==> src/inc/rts_pkg.sv <==
package rts_pkg;

  // ------------------------------------------------------------
  // Timing
  // ------------------------------------------------------------
  localparam int unsigned CLK_PERIOD_NS = 10;
  localparam int unsigned SHORT_NS = 8000;
  localparam int unsigned OPEN_NS = 2000;
  localparam int unsigned CHARGE_NS = 1000;
  localparam int unsigned PORT_BASE_NS = 128000;
  // Least times round up, longest times round down
  localparam int unsigned SHORT_CYC =
    (SHORT_NS + CLK_PERIOD_NS - 1) / CLK_PERIOD_NS;
  localparam int unsigned OPEN_CYC = OPEN_NS / CLK_PERIOD_NS;
  localparam int unsigned CHARGE_CYC =
    (CHARGE_NS + CLK_PERIOD_NS - 1) / CLK_PERIOD_NS;
  localparam int unsigned PORT_BASE_CYC = PORT_BASE_NS / CLK_PERIOD_NS;
  localparam int unsigned CNT_W = 20;

  // ------------------------------------------------------------
  // Register map
  // ------------------------------------------------------------
  localparam int unsigned ADR_W = 8;
  localparam logic [7:0] ADR_CTRL = 8'h00;
  localparam logic [7:0] ADR_STATUS = 8'h04;
  localparam logic [7:0] ADR_MASK = 8'h08;
  localparam logic [7:0] ADR_REF_INT = 8'h0C;
  localparam logic [7:0] ADR_REF_FRAC = 8'h10;
  localparam logic [7:0] ADR_SNS_INT = 8'h14;
  localparam logic [7:0] ADR_SNS_FRAC = 8'h18;

  localparam int unsigned CTRL_START_BIT = 0;
  localparam int unsigned CTRL_PRE_LSB = 1;
  localparam int unsigned CTRL_INT_LSB = 4;
  localparam int unsigned ST_DONE_BIT = 0;
  localparam int unsigned ST_OPEN_BIT = 1;
  localparam int unsigned ST_BUSY_BIT = 8;
  localparam int unsigned ST_REF_RNG_LSB = 9;
  localparam int unsigned ST_SNS_RNG_LSB = 12;

  localparam logic [2:0] PRE_RST = 3'h0;
  localparam logic [1:0] INT_RST = 2'h0;
  localparam logic [1:0] MASK_RST = 2'h0;
  localparam logic [15:0] RES_ZERO = 16'h0000;
  localparam logic [15:0] RES_ONES = 16'hFFFF;
  localparam logic [CNT_W-1:0] RANGE_LIMIT = 20'h08000;

  // ------------------------------------------------------------
  // Types
  // ------------------------------------------------------------
  typedef struct packed {
    logic cyc;
    logic stb;
    logic we;
    logic [ADR_W-1:0] adr;
    logic [3:0] sel;
    logic [31:0] dat;
  } rts_wb_req_t;

  typedef enum logic [1:0] {
    TM_IDLE,
    TM_CHARGE,
    TM_DISCH,
    TM_HOLD
  } rts_tm_state_t;

  typedef enum logic [1:0] {
    SQ_IDLE,
    SQ_DUMMY,
    SQ_EVAL,
    SQ_REAL
  } rts_sq_state_t;

endpackage : rts_pkg

==> src/rtl/rts_sequencer.sv <==
// Notes on behaviour
// - Dummy cycles discharge through the internal emulation resistor.
// - Preamble field sets zero to seven dummy cycles before evaluation.
// - A coarse evaluate cycle precedes real measurements automatically.
// - Evaluate result picks the range shift for the real measurement.
// - Port interval field sets start-to-start spacing of port slots.
// - After all ports finish, integer and fraction results are written.
// - Completion sets the done flag and asserts the low interrupt when mask bit 0 is set.
// - Charge pin charges the capacitor; time measured through chosen port.
// - A reading under eight microseconds stores all zeros.
// - No discharge within 2 us past slot: all ones, open flag.
//
// Added by the designer: register access over Wishbone and the register addresses.
module rts_sequencer #(
  parameter int unsigned CNT_W = rts_pkg::CNT_W,
  parameter int unsigned PORT_BASE_CYC = rts_pkg::PORT_BASE_CYC
) (
  // Clock and reset
  input wire logic clk_i,
  input wire logic rst_i,
  // Wishbone slave
  input wire rts_pkg::rts_wb_req_t wb_i,
  output logic [31:0] wb_dat_o,
  output logic wb_ack_o,
  // Temperature pins
  input wire logic cmp_i,
  output logic charge_pin_o,
  output logic emul_sel_o,
  output logic reference_port_sel_o,
  output logic sensor_port_sel_o,
  // Interrupt
  output logic irq_n_o
);
  import rts_pkg::*;

  // ------------------------------------------------------------
  // State
  // ------------------------------------------------------------
  rts_sq_state_t sq_reg;
  logic [2:0] preamble_count_field_reg;
  logic [1:0] port_interval_field_reg;
  logic [1:0] mask_reg;
  logic temp_done_flag_reg;
  logic open_probe_flag_reg;
  logic [2:0] dummy_left_reg;
  logic port_reg;
  logic start_reg;
  logic [1:0] port_open_reg;
  logic [2:0] range_reg [2];
  logic [15:0] pend_int_reg [2];
  logic [15:0] pend_frac_reg [2];
  logic [15:0] port_result_integer_reg [2];
  logic [15:0] port_result_fraction_reg [2];
  logic [CNT_W-1:0] slot_cyc_reg;
  logic [2:0] range_next;

  logic tm_charge;
  logic tm_done;
  logic tm_open;
  logic [CNT_W-1:0] tm_time;

  // ------------------------------------------------------------
  // Bus decode
  // ------------------------------------------------------------
  wire logic bus_req = wb_i.cyc && wb_i.stb && !wb_ack_o;
  wire logic bus_wr = bus_req && wb_i.we && wb_i.sel[0];
  wire logic wr_ctrl = bus_wr && (wb_i.adr == ADR_CTRL);
  wire logic wr_status = bus_wr && (wb_i.adr == ADR_STATUS);
  wire logic wr_mask = bus_wr && (wb_i.adr == ADR_MASK);
  wire logic busy = sq_reg != SQ_IDLE;
  wire logic start_req = wr_ctrl && wb_i.dat[CTRL_START_BIT] && !busy;

  wire logic [31:0] status_word =
    {17'h0, range_reg[1], range_reg[0], busy, 6'h0,
     open_probe_flag_reg, temp_done_flag_reg};
  wire logic [31:0] rd_data =
    (wb_i.adr == ADR_CTRL) ?
      {26'h0, port_interval_field_reg, preamble_count_field_reg, 1'b0} :
    (wb_i.adr == ADR_STATUS) ? status_word :
    (wb_i.adr == ADR_MASK) ? {30'h0, mask_reg} :
    (wb_i.adr == ADR_REF_INT) ? {16'h0, port_result_integer_reg[0]} :
    (wb_i.adr == ADR_REF_FRAC) ? {16'h0, port_result_fraction_reg[0]} :
    (wb_i.adr == ADR_SNS_INT) ? {16'h0, port_result_integer_reg[1]} :
    (wb_i.adr == ADR_SNS_FRAC) ? {16'h0, port_result_fraction_reg[1]} :
    32'h0000_0000;

  // ------------------------------------------------------------
  // Measurement arithmetic
  // ------------------------------------------------------------
  // Interval comes with the start write itself
  wire logic [CNT_W-1:0] slot_cyc_next =
    CNT_W'((32'(wb_i.dat[CTRL_INT_LSB +: 2]) + 32'h1) * PORT_BASE_CYC);
  wire logic real_short = tm_time < CNT_W'(SHORT_CYC);
  wire logic [CNT_W+15:0] scaled =
    {tm_time, 16'h0000} >> range_reg[port_reg];
  wire logic real_open = tm_open || port_open_reg[port_reg];
  wire logic last_dummy = dummy_left_reg <= 3'h1;
  wire logic seq_end = (sq_reg == SQ_REAL) && tm_done && port_reg;

  // Smallest shift that keeps the coarse time inside 15 bits
  always_comb
  begin
    range_next = 3'h7;
    for (int i = 7; i >= 0; i--)
    begin
      if ((tm_time >> i) < RANGE_LIMIT)
        range_next = 3'(i);
    end
  end

  // ------------------------------------------------------------
  // Slot timer
  // ------------------------------------------------------------
  rts_slot_timer #(
    .CNT_W(CNT_W)
  ) u_slot (
    .clk_i(clk_i),
    .rst_i(rst_i),
    .start_i(start_reg),
    .slot_cyc_i(slot_cyc_reg),
    .cmp_i(cmp_i),
    .charge_o(tm_charge),
    .done_o(tm_done),
    .open_o(tm_open),
    .time_o(tm_time)
  );

  // ------------------------------------------------------------
  // Bus slave and configuration
  // ------------------------------------------------------------
  always_ff @(posedge clk_i)
  begin
    if (rst_i)
    begin
      wb_ack_o <= 1'b0;
      wb_dat_o <= 32'h0000_0000;
      preamble_count_field_reg <= PRE_RST;
      port_interval_field_reg <= INT_RST;
      mask_reg <= MASK_RST;
    end
    else
    begin
      wb_ack_o <= bus_req;
      wb_dat_o <= bus_req ? rd_data : 32'h0000_0000;
      if (wr_ctrl && !busy)
      begin
        preamble_count_field_reg <= wb_i.dat[CTRL_PRE_LSB +: 3];
        port_interval_field_reg <= wb_i.dat[CTRL_INT_LSB +: 2];
      end
      if (wr_mask)
        mask_reg <= wb_i.dat[1:0];
    end
  end

  // ------------------------------------------------------------
  // Sticky flags and interrupt
  // ------------------------------------------------------------
  always_ff @(posedge clk_i)
  begin
    if (rst_i)
    begin
      temp_done_flag_reg <= 1'b0;
      open_probe_flag_reg <= 1'b0;
      irq_n_o <= 1'b1;
    end
    else
    begin
      // Set wins over a clear in the same cycle
      if (seq_end)
        temp_done_flag_reg <= 1'b1;
      else if (wr_status && wb_i.dat[ST_DONE_BIT])
        temp_done_flag_reg <= 1'b0;
      if (seq_end && (port_open_reg != 2'h0 || tm_open))
        open_probe_flag_reg <= 1'b1;
      else if (wr_status && wb_i.dat[ST_OPEN_BIT])
        open_probe_flag_reg <= 1'b0;
      irq_n_o <= !(|({open_probe_flag_reg, temp_done_flag_reg}
                   & mask_reg));
    end
  end

  // ------------------------------------------------------------
  // Pin drivers
  // ------------------------------------------------------------
  always_ff @(posedge clk_i)
  begin
    if (rst_i)
    begin
      charge_pin_o <= 1'b0;
      emul_sel_o <= 1'b0;
      reference_port_sel_o <= 1'b0;
      sensor_port_sel_o <= 1'b0;
    end
    else
    begin
      charge_pin_o <= tm_charge;
      emul_sel_o <= sq_reg == SQ_DUMMY;
      reference_port_sel_o <= (sq_reg == SQ_EVAL || sq_reg == SQ_REAL)
                              && !port_reg;
      sensor_port_sel_o <= (sq_reg == SQ_EVAL || sq_reg == SQ_REAL)
                           && port_reg;
    end
  end

  // ------------------------------------------------------------
  // Sequencer
  // ------------------------------------------------------------
  always_ff @(posedge clk_i)
  begin
    if (rst_i)
    begin
      sq_reg <= SQ_IDLE;
      dummy_left_reg <= 3'h0;
      port_reg <= 1'b0;
      start_reg <= 1'b0;
      port_open_reg <= 2'h0;
      slot_cyc_reg <= '0;
      for (int p = 0; p < 2; p++)
      begin
        range_reg[p] <= 3'h0;
        pend_int_reg[p] <= RES_ZERO;
        pend_frac_reg[p] <= RES_ZERO;
        port_result_integer_reg[p] <= RES_ZERO;
        port_result_fraction_reg[p] <= RES_ZERO;
      end
    end
    else
    begin
      start_reg <= 1'b0;
      case (sq_reg)
        SQ_IDLE:
        begin
          if (start_req)
          begin
            slot_cyc_reg <= slot_cyc_next;
            port_reg <= 1'b0;
            port_open_reg <= 2'h0;
            start_reg <= 1'b1;
            dummy_left_reg <= wb_i.dat[CTRL_PRE_LSB +: 3];
            if (wb_i.dat[CTRL_PRE_LSB +: 3] != 3'h0)
              sq_reg <= SQ_DUMMY;
            else
              sq_reg <= SQ_EVAL;
          end
        end
        SQ_DUMMY:
        begin
          if (tm_done)
          begin
            start_reg <= 1'b1;
            dummy_left_reg <= dummy_left_reg - 3'h1;
            if (last_dummy)
              sq_reg <= SQ_EVAL;
          end
        end
        SQ_EVAL:
        begin
          if (tm_done)
          begin
            start_reg <= 1'b1;
            range_reg[port_reg] <= range_next;
            if (tm_open)
              port_open_reg[port_reg] <= 1'b1;
            port_reg <= !port_reg;
            if (port_reg)
              sq_reg <= SQ_REAL;
          end
        end
        SQ_REAL:
        begin
          if (tm_done)
          begin
            if (tm_open)
              port_open_reg[port_reg] <= 1'b1;
            if (real_open)
            begin
              pend_int_reg[port_reg] <= RES_ONES;
              pend_frac_reg[port_reg] <= RES_ONES;
            end
            else if (real_short)
            begin
              pend_int_reg[port_reg] <= RES_ZERO;
              pend_frac_reg[port_reg] <= RES_ZERO;
            end
            else
            begin
              pend_int_reg[port_reg] <= scaled[31:16];
              pend_frac_reg[port_reg] <= scaled[15:0];
            end
            if (!port_reg)
            begin
              port_reg <= 1'b1;
              start_reg <= 1'b1;
            end
            else
              sq_reg <= SQ_IDLE;
          end
        end
        default:
          sq_reg <= SQ_IDLE;
      endcase
      // Commit all ports together once the sensor port is finished
      if (seq_end)
      begin
        port_result_integer_reg[0] <= pend_int_reg[0];
        port_result_fraction_reg[0] <= pend_frac_reg[0];
        port_result_integer_reg[1] <=
          real_open ? RES_ONES : real_short ? RES_ZERO : scaled[31:16];
        port_result_fraction_reg[1] <=
          real_open ? RES_ONES : real_short ? RES_ZERO : scaled[15:0];
      end
    end
  end

endmodule : rts_sequencer

==> src/rtl/rts_slot_timer.sv <==
module rts_slot_timer #(
  parameter int unsigned CNT_W = rts_pkg::CNT_W
) (
  // Clock and reset
  input wire logic clk_i,
  input wire logic rst_i,
  // Control
  input wire logic start_i,
  input wire logic [CNT_W-1:0] slot_cyc_i,
  // Analog side
  input wire logic cmp_i,
  output logic charge_o,
  // Result
  output logic done_o,
  output logic open_o,
  output logic [CNT_W-1:0] time_o
);
  import rts_pkg::*;

  rts_tm_state_t state_reg;
  logic [CNT_W-1:0] slot_cnt_reg;
  logic [CNT_W-1:0] meas_cnt_reg;

  wire logic charge_end = slot_cnt_reg >= CNT_W'(CHARGE_CYC - 1);
  wire logic open_hit = slot_cnt_reg >= slot_cyc_i + CNT_W'(OPEN_CYC);
  wire logic slot_end = slot_cnt_reg >= slot_cyc_i - CNT_W'(1);

  assign time_o = meas_cnt_reg;

  // ------------------------------------------------------------
  // One port slot: charge, discharge, hold to slot end
  // ------------------------------------------------------------
  always_ff @(posedge clk_i)
  begin
    if (rst_i)
    begin
      state_reg <= TM_IDLE;
      slot_cnt_reg <= '0;
      meas_cnt_reg <= '0;
      charge_o <= 1'b0;
      done_o <= 1'b0;
      open_o <= 1'b0;
    end
    else
    begin
      done_o <= 1'b0;
      case (state_reg)
        TM_IDLE:
        begin
          if (start_i)
          begin
            slot_cnt_reg <= '0;
            meas_cnt_reg <= '0;
            open_o <= 1'b0;
            charge_o <= 1'b1;
            state_reg <= TM_CHARGE;
          end
        end
        TM_CHARGE:
        begin
          slot_cnt_reg <= slot_cnt_reg + CNT_W'(1);
          if (charge_end)
          begin
            charge_o <= 1'b0;
            state_reg <= TM_DISCH;
          end
        end
        TM_DISCH:
        begin
          slot_cnt_reg <= slot_cnt_reg + CNT_W'(1);
          if (!cmp_i)
            state_reg <= TM_HOLD;
          else if (open_hit)
          begin
            open_o <= 1'b1;
            state_reg <= TM_HOLD;
          end
          else
            meas_cnt_reg <= meas_cnt_reg + CNT_W'(1);
        end
        TM_HOLD:
        begin
          slot_cnt_reg <= slot_cnt_reg + CNT_W'(1);
          if (slot_end)
          begin
            done_o <= 1'b1;
            state_reg <= TM_IDLE;
          end
        end
        default:
          state_reg <= TM_IDLE;
      endcase
    end
  end

endmodule : rts_slot_timer

==> config.mk <==
export PLATFORM = sky130hd
export DESIGN_NAME = rts_sequencer
export DESIGN_NICKNAME = d
export VERILOG_FILES = /design/src/inc/rts_pkg.sv /design/src/rtl/rts_sequencer.sv /design/src/rtl/rts_slot_timer.sv
export SDC_FILE = /design/constraint.sdc
export NUM_CORES = 1
export LEC_CHECK = 0
export BUFFER_PORTS_ARGS = -buffer_cell sky130_fd_sc_hd__buf_4
export CORE_MARGIN = 1.5
export CORE_UTILIZATION = 45
export DETAILED_ROUTE_END_ITERATION = 7
export PLACE_DENSITY = 0.7
export SLEW_MARGIN = 0
export SYNTH_ARGS = -nofsm -noshare
export SYNTH_HDL_FRONTEND = slang
export SYNTH_SLANG_ARGS = --single-unit
==> constraint.sdc <==
create_clock -name clk_i -period 9.6 [get_ports clk_i]
set_input_delay 0.96 -clock clk_i [delete_from_list [all_inputs] [get_ports clk_i]]
set_output_delay 0.96 -clock clk_i [all_outputs]
set_load 0.005 [all_outputs]
## Word-level counts from Yosys, hierarchy flattened

Memory sizes are Yosys's and may differ from the RTL's. A register that Yosys moved wholly into a read port is not among the register bits.
Index checks and enable logic that the tools add are counted.

- Add/sub/neg operators: 6
- Multiply operators: 1
- Order comparisons: 14
- Equality and inequality tests: 28
- Shift operators: 1
- Muxes and demuxes: 114
- Bitwise logic cells: 12
- Reduce and logical (&&, ||, !) cells: 59

Operator list:

| operator | count |
|---|---|
| $mux W16 | 18 |
| $pmux W20 S2 | 2 |
| $mux W20 | 3 |
| $mux W1 | 54 |
| $add A20 B1 Y20 const B | 2 |
| $ge A20 B20 Y1 | 2 |
| $mux W2 | 18 |
| $shr A36 B3 Y32 | 1 |
| $reduce_or A16 Y1 | 2 |
| $mux W15 | 2 |
| $eq A8 B5 Y1 const B | 3 |
| $mux W3 | 7 |
| $add A20 B8 Y20 const B | 1 |
| $ge A20 B7 Y1 const B | 1 |
| $lt A20 B10 Y1 const B | 1 |
| $lt A20 B16 Y1 const B | 1 |
| $reduce_and A4 Y1 | 5 |
| $sub A20 B1 Y20 const B | 1 |
| $lt A19 B16 Y1 const B | 1 |
| $logic_and A1 B1 Y1 | 18 |
| $lt A18 B16 Y1 const B | 1 |
| $lt A17 B16 Y1 const B | 1 |
| $eq A8 B4 Y1 const B | 2 |
| $lt A14 B16 Y1 const B | 1 |
| 38 further kinds | 87 |

- Register bits after elaboration: 112
- Memory bits (writable): 134
- Bits of input ports: 50
- Output and inout bits: 38
- Word-level logic and storage cells: 267
- Memories: 5

Memory list:

| memory | depth | width | rd ports | clocked after Yosys merged registers in | wr ports | line | source |
|---|---|---|---|---|---|---|---|
| pend_frac_reg | 2 | 16 | 1 | 0 | 2 | rts_sequencer.sv:51 | `logic [15:0] pend_frac_reg [2];` |
| pend_int_reg | 2 | 16 | 1 | 0 | 2 | rts_sequencer.sv:50 | `logic [15:0] pend_int_reg [2];` |
| port_result_fraction_reg | 2 | 16 | 2 | 0 | 2 | rts_sequencer.sv:53 | `logic [15:0] port_result_fraction_reg [2];` |
| port_result_integer_reg | 2 | 16 | 2 | 0 | 2 | rts_sequencer.sv:52 | `logic [15:0] port_result_integer_reg [2];` |
| range_reg | 2 | 3 | 3 | 1 | 2 | rts_sequencer.sv:49 | `logic [2:0] range_reg [2];` |

## Depth between registers and ports, before layout

Gate-level depths: netlist of run 1.

- Word-level depth: 12
- Mapped depth: 11
- Mapped depth without buffers: 11

## Modules after synthesis

A second synthesis of run 1 with hierarchy kept.

- Cells, all modules: 1096
- Area total of the unflattened synthesis: 10089.7 µm²

By module, submodules not included:

| module | times used | cells an instance | area an instance (µm²) | sequential area each (µm²) |
|---|---|---|---|---|
| rts_sequencer | 1 | 621 | 6342.3 | 3303.2 |
| rts_slot_timer | 1 | 475 | 3747.3 | 900.9 |

## Least setup slack after synthesis of run 1

No wires, ideal clock.

- Kind: reg-to-reg
- Start: register port_reg
- End: memory port_result_fraction_reg[0][10], enable pin
- Library setup time: 0.520 ns
- Arrival: 4.132 ns
- Slack: 4.948 ns
- Cell stages (with the launch flop): 4
- Buffers on the path: 1
- Path through: dfxtp_1 > clkbuf_1 > inv_1 > o21ai_0

RTL lines:

| item | line | source |
|---|---|---|
| from (decl) | rts_sequencer.sv:46 | `logic port_reg;` |
| from (signal assigned) | rts_sequencer.sv:264 | `port_reg <= !port_reg;` |
| to (decl) | rts_sequencer.sv:53 |  |

## Worst setup path in the final report of run 1

- Start: register slot_cyc_reg[12]
- End: register u_slot.meas_cnt_reg[19] (netlist: u_slot.time_o[19])

- Cells in the longest elaborated chain, start to end: 4

RTL lines:

| item | line | source |
|---|---|---|
| from (decl) | rts_sequencer.sv:54 | `logic [CNT_W-1:0] slot_cyc_reg;` |
| from (signal assigned) | rts_sequencer.sv:235 | `slot_cyc_reg <= slot_cyc_next;` |
| $add A20 B8 Y20 | rts_slot_timer.sv:25 | `wire logic open_hit = slot_cnt_reg >= slot_cyc_i + CNT_W'(OPEN_CYC);` |
| $ge A20 B20 Y1 | rts_slot_timer.sv:25 |  |
| $ne A2 B2 Y1 (no source line) | -- |  |
| $reduce_and A4 Y1 (no source line) | -- |  |
| to (signal assigned) | rts_slot_timer.sv:79 | `meas_cnt_reg <= meas_cnt_reg + CNT_W'(1);` |
| to (decl) | rts_slot_timer.sv:22 | `logic [CNT_W-1:0] meas_cnt_reg;` |

No other way between the ends.
A chain may end at the register's enable or synchronous reset.

==> results of run 1 <==
power breakdown:
| part | internal, mW | switching (mW) | leakage [nW] |
|---|---|---|---|
| clock | 0.372 | 0.313 | 0.287 |
| combinational | 0.122 | 0.245 | 1.97 |
| sequential | 0.799 | 0.0330 | 1.51 |
worst max-delay path: cells and delay by family, from the launching register on:
kind	cells	cell delay, ns
AOI/OAI and AO/OA	2	1.19
and+or+nand+nor	3	0.72
DFF	1	0.43
adders and majority gates	1	0.34
muxes	1	0.17
buffers and inverters	1	0.14
logic make-up after synthesis:
logic type | after synthesis
other | 1
XOR/XNOR | 10
AND/OR/NAND/NOR | 324
multiplexers | 68
flip-flops | 171
adder cells (fa/ha/maj) | 38
buffers and inverters | 105
AO/OA/AOI/OAI | 238
area by class of cell:
type / instances / area share [%]
Timing Repair Buffer: 46 / 3.41
Tap cell: 265 / 3.27
Multi-Input combinational cell: 694 / 44.9
Inverter: 31 / 1.15
Sequential cell: 171 / 41.5
Clock buffer: 18 / 4.27
Clock inverter: 14 / 1.51
per-stage QoR:
step                std cells  setup slack, ns  util (%)  hold slack (ns)
finish                   1239             6.47      51.4            0.478
detailed placement       1207             5.99      48.4            0.469
floorplan                 970             4.95         -            0.436
global route             1239             6.13      51.4            0.504
CTS                      1239             6.43      51.4            0.486
global placement         1207             6.08      48.4            0.471
per-layer routing:
layer	track usage [%]	up-vias
li1	-	3477
met1	24.4	3327
met2	31.9	180
met3	4.08	28
met4	7.35	0
met5	0	-
worst max path at each step:
stage,start,to
final,slot_cyc_reg[12],u_slot.time_o[19]
after global routing,rst_i,port_result_fraction_reg[0][27]
after CTS,rst_i,port_result_fraction_reg[0][28]
after detailed placement,rst_i,port_result_fraction_reg[0][28]
after global placement,rst_i,port_result_fraction_reg[0][27]
after floorplan,port_reg,port_result_fraction_reg[0][10]
synthesized netlist by cell type (3+ instances only):
master    instances  area, um^2
mux2i_1          62         621
a31oi_1           5        31.3
a22oi_1           3        22.5
nand4_1           9        56.3
a221oi_1          7        61.3
nor2b_1          10        62.6
and4_1            4        35.0
buf_2            10        50.1
nand2b_1          6        37.5
nand3_1          27         135
nor3_1            9        45.0
and3_1           14        87.6
a211oi_1         13        97.6
a21oi_1          82         410
or4_1            16         120
inv_1            31         116
nand2_1          79         297
nor4_1           10        62.6
edfxtp_1         78        2340
or2_2             3        18.8
xnor2_1           8        70.1
clkbuf_1         42         158
dfxtp_1          93        1860
nor2_1           75         282
or3_1            13        81.3
a21o_1            8        60.1
o31ai_1          14         105
nand3b_1          5        37.5
buf_4            18         135
mux2_2            5        56.3
o21ai_0          66         330
a22o_1            5        43.8
and2_1           30         188
o211ai_1         10        75.1
ha_1             38         475
==> impl_metrics.tcl, run 1 <==
set metrics [dict create \
    vias 7012 \
    core_um2 19700 \
    tightest_slew_ns 1.12 \
    rr_worst_depth 8 \
    via_per_inst 5.66 \
    crit_chain "inv_1, ha_1, nand2b_1, nor4_1, o2111ai_2, a22oi_2, nor3_1, mux2i_1" \
    cts_root_buf "clkbuf_16" \
    synth-compound-area-share_pct 16.5 \
    area_growth_pct 10.7 \
    final_cell_mix "dfxtp_1, a21oi_1, nand2_1" \
    synth_xor_area_share_pct 0.957 \
    h-tree-depth 4 \
    grt.overflow.total 0 \
    grt_pass1_wl_mm 32.9 \
    synthMuxAreaShare_pct 7.64 \
    skew_ns 0.0172 \
    setup_viol 0 \
    slowest_stage "a22oi_2" \
    io_pins 88 \
    synth.avg_cell_area_um2 9.59 \
    min_to "wb_dat_o[3]" \
    dieArea_um2 21200 \
    cts_setup_buffers 0 \
    postCtsHoldBufs 0 \
    fmax_ghz 0.319 \
    hp-start "preamble_count_field_reg[2]" \
    drt_iter0_drc 379 \
    place_area_um2 9550 \
    wl_met2_mm 9.85 \
    ys.flop_type "dfxtp_1" \
    synthSimpleGateAreaFrac_pct 18.5 \
    maxSlewViolCount 0 \
    post_cts_resized 0 \
    cpPeakStageDelay_ns 0.93 \
    min_period_ns 3.13 \
    finalHoldViolCount 0 \
    insertion_delay_ns 0.44 \
    rrSetupSlack_ns 6.47 \
    numCtsBuffers 17 \
    antenna_found_initial 0 \
    p_per_area_nw_per_um2 186 \
    top_layer_used "met4" \
    clkSlewWorstSetupHoldPaths_ns 0.07 \
    die_y_um 146 \
    cts_sinks 171 \
    status "finished clean" \
    synth_top_family_by_area "simple AND/OR/NAND/NOR gates" \
    timing.rr.end "u_slot.time_o[19]" \
    start_util_pct 46.4 \
    vdd_drop_max_v 0.000120 \
    postLayoutCellArea_um2 10100 \
    cp_max_fo 31 \
    total_power_mw 1.88 \
    multi_input_area_um2 4550 \
    grt_setup_unrepaired "false" \
    synth-seq-cells 171 \
    drt.antenna.violating_nets 0 \
    dr.pass1.iters 5 \
    cts_tree "yes" \
    num_rows 51 \
    wire_per_inst_um 16.2 \
    wl_met3_um 861 \
    cp.arrival_ns 3.45 \
    routed_wl_mm 20.0 \
    leakagePower_nw 3.76 \
    critical_path_required_ns 9.91 \
    post-route-period-util_pct 32.6 \
    largest_reg_flops 32 \
    hold-path-cell-count 2 \
    grt_max_degree 50 \
    ys_seq_area_share_pct 45.9 \
    wl_met1_mm 8.97 \
    critPathKind "reg -> reg" \
    io_buffers 42 \
    die_w_um 146 \
    synth_edf_count 78 \
    final_common_cell "dfxtp_1" \
    hp-class "reg -> reg" \
    synthArstFlopShare_pct 0 \
    synthAdderAreaFrac_pct 5.19 \
    synth_area_um2 9150 \
    insertedDiodeCount 0 \
    clock_path_buffers 2 \
    fillers 1791 \
    maxSlewHeadroom_pct 24.2 \
    drive_gt1_share_pct 10.9 \
    synthDistinctLibCells 72 \
    crit_path_end_kind "flop" \
    grt_pass1_vias 6651 \
    r2r-start "slot_cyc_reg[12]" \
    tns_ns 0 \
    maxCapViolCount 0 \
    startpoint_type "flop" \
    hpwlAfterDp_mm 13.8 \
    nets 1049 \
    grt_use_total_pct 19.2 \
    post-route-drc-count 0 \
    ys_warn_count 0 \
    gp_congestion 0.793 \
    synthCells 955 \
    register_area_um2 4200 \
]
No activity file was read; power rests on OpenSTA's default activity.
==> inputs of run 2 (changes only) <==
Settings changed: ABC_AREA set to 1, PLACE_DENSITY 0.7 to 0.73.
Clock period 9.6 ns to 2.7 ns, I/O delays scaled along.
==> impl_metrics.tcl, run 2 <==
set metrics [dict create \
    cts_root_buf "clkbuf_16" \
    leakagePower_nw 4.47 \
    synth_top_cell_by_area "edfxtp_1" \
    rr_worst_depth 15 \
    status "finished clean" \
    synth_top_area_share_pct 24.1 \
    clock_path_buffers 2 \
    grt_pass1_wl_mm 37.4 \
    dr.pass1.iters 5 \
    tns_ns 0 \
    io_pins 88 \
    grt.overflow.total 0 \
    cts_sinks 171 \
    area_growth_pct 10.9 \
    final_common_cell "nand2_1" \
    hpwlAfterDp_mm 16.5 \
    skew_ns 0.0132 \
    num_rows 53 \
    holdWs_ns 0.114 \
    crit_chain "inv_1, ha_1, nand4_1, xor2_1, inv_1, ha_1, a21o_1, o21ai_0, nand2_1, nor2_1, nand3_1, nand3_1, nand2_1, nand2_1, nor2_1" \
    die_w_um 150 \
    vdd_drop_max_v 0.000507 \
    io_buffers 42 \
    critical_path_required_ns 3.03 \
    post-route-period-util_pct 91.8 \
    gp_congestion 0.887 \
    synthCells 1275 \
    ys_seq_area_share_pct 43.2 \
    r2r-start "slot_cyc_reg[12]" \
    core_um2 21100 \
    antenna_found_initial 0 \
    synth.most_common_cell "nand2_1" \
    synth-seq-cells 171 \
    fmax_ghz 0.404 \
    maxSlewViolCount 0 \
    postLayoutCellArea_um2 10800 \
    ys_top_cells_by_area "edfxtp_1, dfxtp_1, nand2_1" \
    total_power_mw 7.71 \
    path_common_cell "nand2_1" \
    grt_setup_unrepaired "false" \
    drive_gt1_share_pct 11.0 \
    maxSlewHeadroom_pct 49.0 \
    final_cell_mix "nand2_1, nor2_1, inv_1" \
    synth_edf_count 78 \
    p_per_area_nw_per_um2 715 \
    drt_iter0_drc 673 \
    fillers 2008 \
    cp.arrival_ns 2.80 \
    synthDistinctLibCells 54 \
    drt.antenna.violating_nets 0 \
    ys.flop_type "dfxtp_1" \
    h-tree-depth 4 \
    cpPeakStageDelay_ns 0.40 \
    maxCapViolCount 0 \
    place_inst 1561 \
    slowest_stage "dfxtp_1" \
    cts_setup_buffers 0 \
    start_util_pct 46.1 \
    wire_per_inst_um 14.3 \
    min_to "preamble_count_field_reg[2]" \
    grt_pass1_vias 7796 \
    insertedDiodeCount 0 \
    ys_top_cells_by_count "nand2_1, nor2_1, inv_1" \
    grt_max_degree 49 \
    grt_use_total_pct 21.0 \
    timing.rr.end "u_slot.state_reg[1]" \
    startpoint_type "flop" \
    tightest_slew_ns 0.762 \
    synthArstFlopShare_pct 0 \
    nets 1393 \
    postCtsHoldBufs 0 \
    dieArea_um2 22500 \
    vias 8392 \
    routed_wl_mm 22.8 \
    largest_reg_flops 32 \
    cts_tree "yes" \
    crit_path_end_kind "flop" \
    synth_area_um2 9730 \
    rrSetupSlack_ns 0.22 \
    hold-path-cell-count 3 \
    clkSlewWorstSetupHoldPaths_ns 0.07 \
    hp-start "wb_i[3]" \
    via_per_inst 5.27 \
    insertion_delay_ns 0.44 \
    die_y_um 150 \
    post-route-drc-count 0 \
    min_period_ns 2.48 \
    synth.avg_cell_area_um2 7.63 \
    final_cells 1593 \
    critPathKind "reg -> reg" \
    post_cts_resized 0 \
    cp_max_fo 5 \
    ys_warn_count 0 \
    place_area_um2 10200 \
    finalHoldViolCount 0 \
    numCtsBuffers 17 \
    setup_viol 0 \
    hp-class "in -> reg" \
]
==> run 2: final cells by class <==
class,count,area [um^2],share of cell area (%)
clock buffer,17,425,3.94
clock inverter,15,176,1.63
inverter,149,562,5.21
multi-input combinational,912,4660,43.2
sequential,171,4200,39.0
tap,275,344,3.19
timing repair buffer,54,418,3.87
==> run 2: how the worst max path moves through the flow <==
stage	startpoint	to	slack, ns
detailed placement	slot_cyc_reg[12]	u_slot.state_reg[1]	0.26
finish	slot_cyc_reg[12]	u_slot.state_reg[1]	0.22
CTS	slot_cyc_reg[12]	u_slot.state_reg[1]	0.23
global route	slot_cyc_reg[12]	u_slot.state_reg[1]	0.02
floorplan	rst_i	port_result_fraction_reg[0][10]	0.36
global placement	slot_cyc_reg[12]	u_slot.state_reg[1]	0.29
==> run 2: metrics by stage <==
stage	setup slack, ns	util [%]
finish	0.222	51.2
global route	0.0235	51.2
CTS	0.228	51.2
detailed placement	0.261	48.3
global placement	0.292	48.3
floorplan	0.361	-
==> run 2: cell families after synthesis <==
kind of cell	count (synthesis)	share of synthesized area, %
xor+xnor	20	1.80
compound gates	221	12.4
other cells	1	0.0385
simple gates	614	27.9
buf+inv	207	9.50
fa+ha+maj	38	4.89
flops	171	43.2
mux	3	0.309
==> run 2: power breakdown <==
group / switching [mW] / internal (mW)
Sequential: 0.135 / 2.86
Clock: 1.17 / 1.33
Combinational: 1.57 / 0.657
Total: 2.87 / 4.84
==> run 2: layer usage <==
layer	global-route usage (%)	vias to the layer above	share of wire, %
met2	34.7	310	47
met1	27.5	3806	45
met3	3.84	32	6.1
li1	-	4244	-
met4	7.45	0	2.1
met5	0	-	0
==> run 2: worst max-delay path, delay by kind of cell, from the launching register on <==
kind,cells,cell delay [ns]
simple gates,8,0.76
fa+ha+maj,2,0.55
flops,1,0.40
compound gates,2,0.33
buf+inv,2,0.17
xor+xnor,1,0.16
==> inputs of run 3 (changes only) <==
Settings changed: PLACE_DENSITY 0.73 to 0.63.
==> impl_metrics.tcl, run 3 (synthesis gave the netlist of run 2 again) <==
set metrics [dict create \
    grt_pass1_vias 7544 \
    status "finished clean" \
    p_int_mw 4.80 \
    cp_max_fo 5 \
    final_cell_mix "nand2_1, nor2_1, inv_1" \
    skew_ns 0.0150 \
    vias 8144 \
    drt_iter0_drc 511 \
    via_per_inst 5.11 \
    dr.pass1.iters 5 \
    post-route-drc-count 0 \
    cts_sinks 171 \
    critPathKind "reg -> reg" \
    grt_setup_unrepaired "false" \
    startpoint_type "flop" \
    core_um2 21100 \
    drive_gt1_share_pct 11.2 \
    top_usage_layer "met2" \
    p_sw_mw 2.92 \
    io_buffers 42 \
    io_pins 88 \
    cp.arrival_ns 2.73 \
    routed_wl_mm 22.4 \
    dieArea_um2 22500 \
    maxCapViolCount 0 \
    swShare_pct 37.8 \
    p_clk_share_pct 32.9 \
    post-route-period-util_pct 88.9 \
    leakagePower_nw 4.48 \
    wire_per_inst_um 14.0 \
    drt.antenna.violating_nets 0 \
    largest_reg_flops 32 \
    maxSlewHeadroom_pct 51.6 \
    fmax_ghz 0.417 \
    grt.overflow.total 0 \
    clock_path_buffers 2 \
    finalHoldViolCount 0 \
    place_area_um2 10200 \
    area_growth_pct 11.4 \
    met1_usage_pct 28.3 \
    critical_path_required_ns 3.03 \
    grt_max_degree 49 \
    h-tree-depth 4 \
    seq_power_share_pct 38.7 \
    start_util_pct 46.1 \
    cts_tree "yes" \
    clkSlewWorstSetupHoldPaths_ns 0.08 \
    groute.layer.met2.usage_pct 34.1 \
    hpwlAfterDp_mm 16.7 \
    p_per_area_nw_per_um2 713 \
    die_w_um 150 \
    tns_ns 0 \
    die_y_um 150 \
    maxSlewViolCount 0 \
    insertedDiodeCount 0 \
    cts_root_buf "clkbuf_16" \
    hp-class "in -> reg" \
    vdd_drop_max_v 0.000568 \
    p_comb_share_pct 28.4 \
    tightest_slew_ns 0.724 \
    nets 1394 \
    met3_usage_pct 3.54 \
    numCtsBuffers 17 \
    postLayoutCellArea_um2 10800 \
    grt_use_total_pct 20.8 \
    antenna_found_initial 0 \
    final_common_cell "nand2_1" \
    place_inst 1562 \
    cts_setup_buffers 0 \
    final_cells 1594 \
    grt_pass1_wl_mm 37.1 \
    postCtsHoldBufs 0 \
    insertion_delay_ns 0.44 \
    crit_path_end_kind "flop" \
    gp_congestion 0.894 \
    num_rows 53 \
    setup_viol 0 \
    min_period_ns 2.40 \
]
-- run 3: power groups by stage --
stage                     sequential (mW)  clock (mW)  combinational (mW)
after floorplan                      3.00           0                1.81
after global placement               3.04           0                2.19
after detailed placement             3.05           0                2.21
after CTS                            2.99        2.60                2.22
after global routing                 3.01        2.70                2.51
final                                2.99        2.55                2.19
-- run 3: layer usage --
layer,part of all wire (%),vias to the layer above
li1,-,4239
met5,0,-
met3,4.0,20
met4,1.7,0
met1,48,3705
met2,46,180
-- run 3: worst max-delay path: stages, from the launching register on --
cell and delay [ns]:
dfxtp_1 0.41, inv_2 0.08, ha_2 0.21, nand4_1 0.12, xor2_1 0.15, inv_1 0.05
ha_1 0.30, a21o_1 0.17, o21ai_0 0.15, nand2_1 0.07, nor2_1 0.14, nand3_1 0.14
nand3_1 0.14, nand2_1 0.07, nand2_1 0.05, nor2_1 0.03
-- run 3: worst paths after layout --
kind                                  startpoint                           to  slack [ns]  cells after the start
worst max-delay path            slot_cyc_reg[12]          u_slot.state_reg[1]        0.30                     15
worst min-delay path                     wb_i[3]  preamble_count_field_reg[2]        0.10                      3
worst max register to register  slot_cyc_reg[12]          u_slot.state_reg[1]        0.30                     15
worst min register to register   u_slot.charge_o                 charge_pin_o        0.44                      2
-- run 3: what timing repair did --
item	in CTS	in global routing
endpoints found under the setup margin	0	2
hold endpoints to repair	0	0
resized for setup	0	2
-- run 3: cell type report --
cell class	count	area (um^2)
clock inverters	15	211
flip-flops and latches	171	4200
inverters	149	562
clock buffers	17	425
fillers	2073	10300
multi-input cells	912	4660
repair buffers	55	425
well taps	275	344
-- run 3: through the flow --
step	setup WS (ns)	hold slack, ns	total power, mW	util (%)
6_report	0.300	0.100	7.73	51.4
5_1_grt	0.0522	0.103	8.22	51.4
2_1_floorplan	0.361	0.349	4.81	-
3_5_place_dp	0.230	0.426	5.26	48.4
4_1_cts	0.215	0.0828	7.81	51.4
3_3_place_gp	0.234	0.429	5.24	48.4
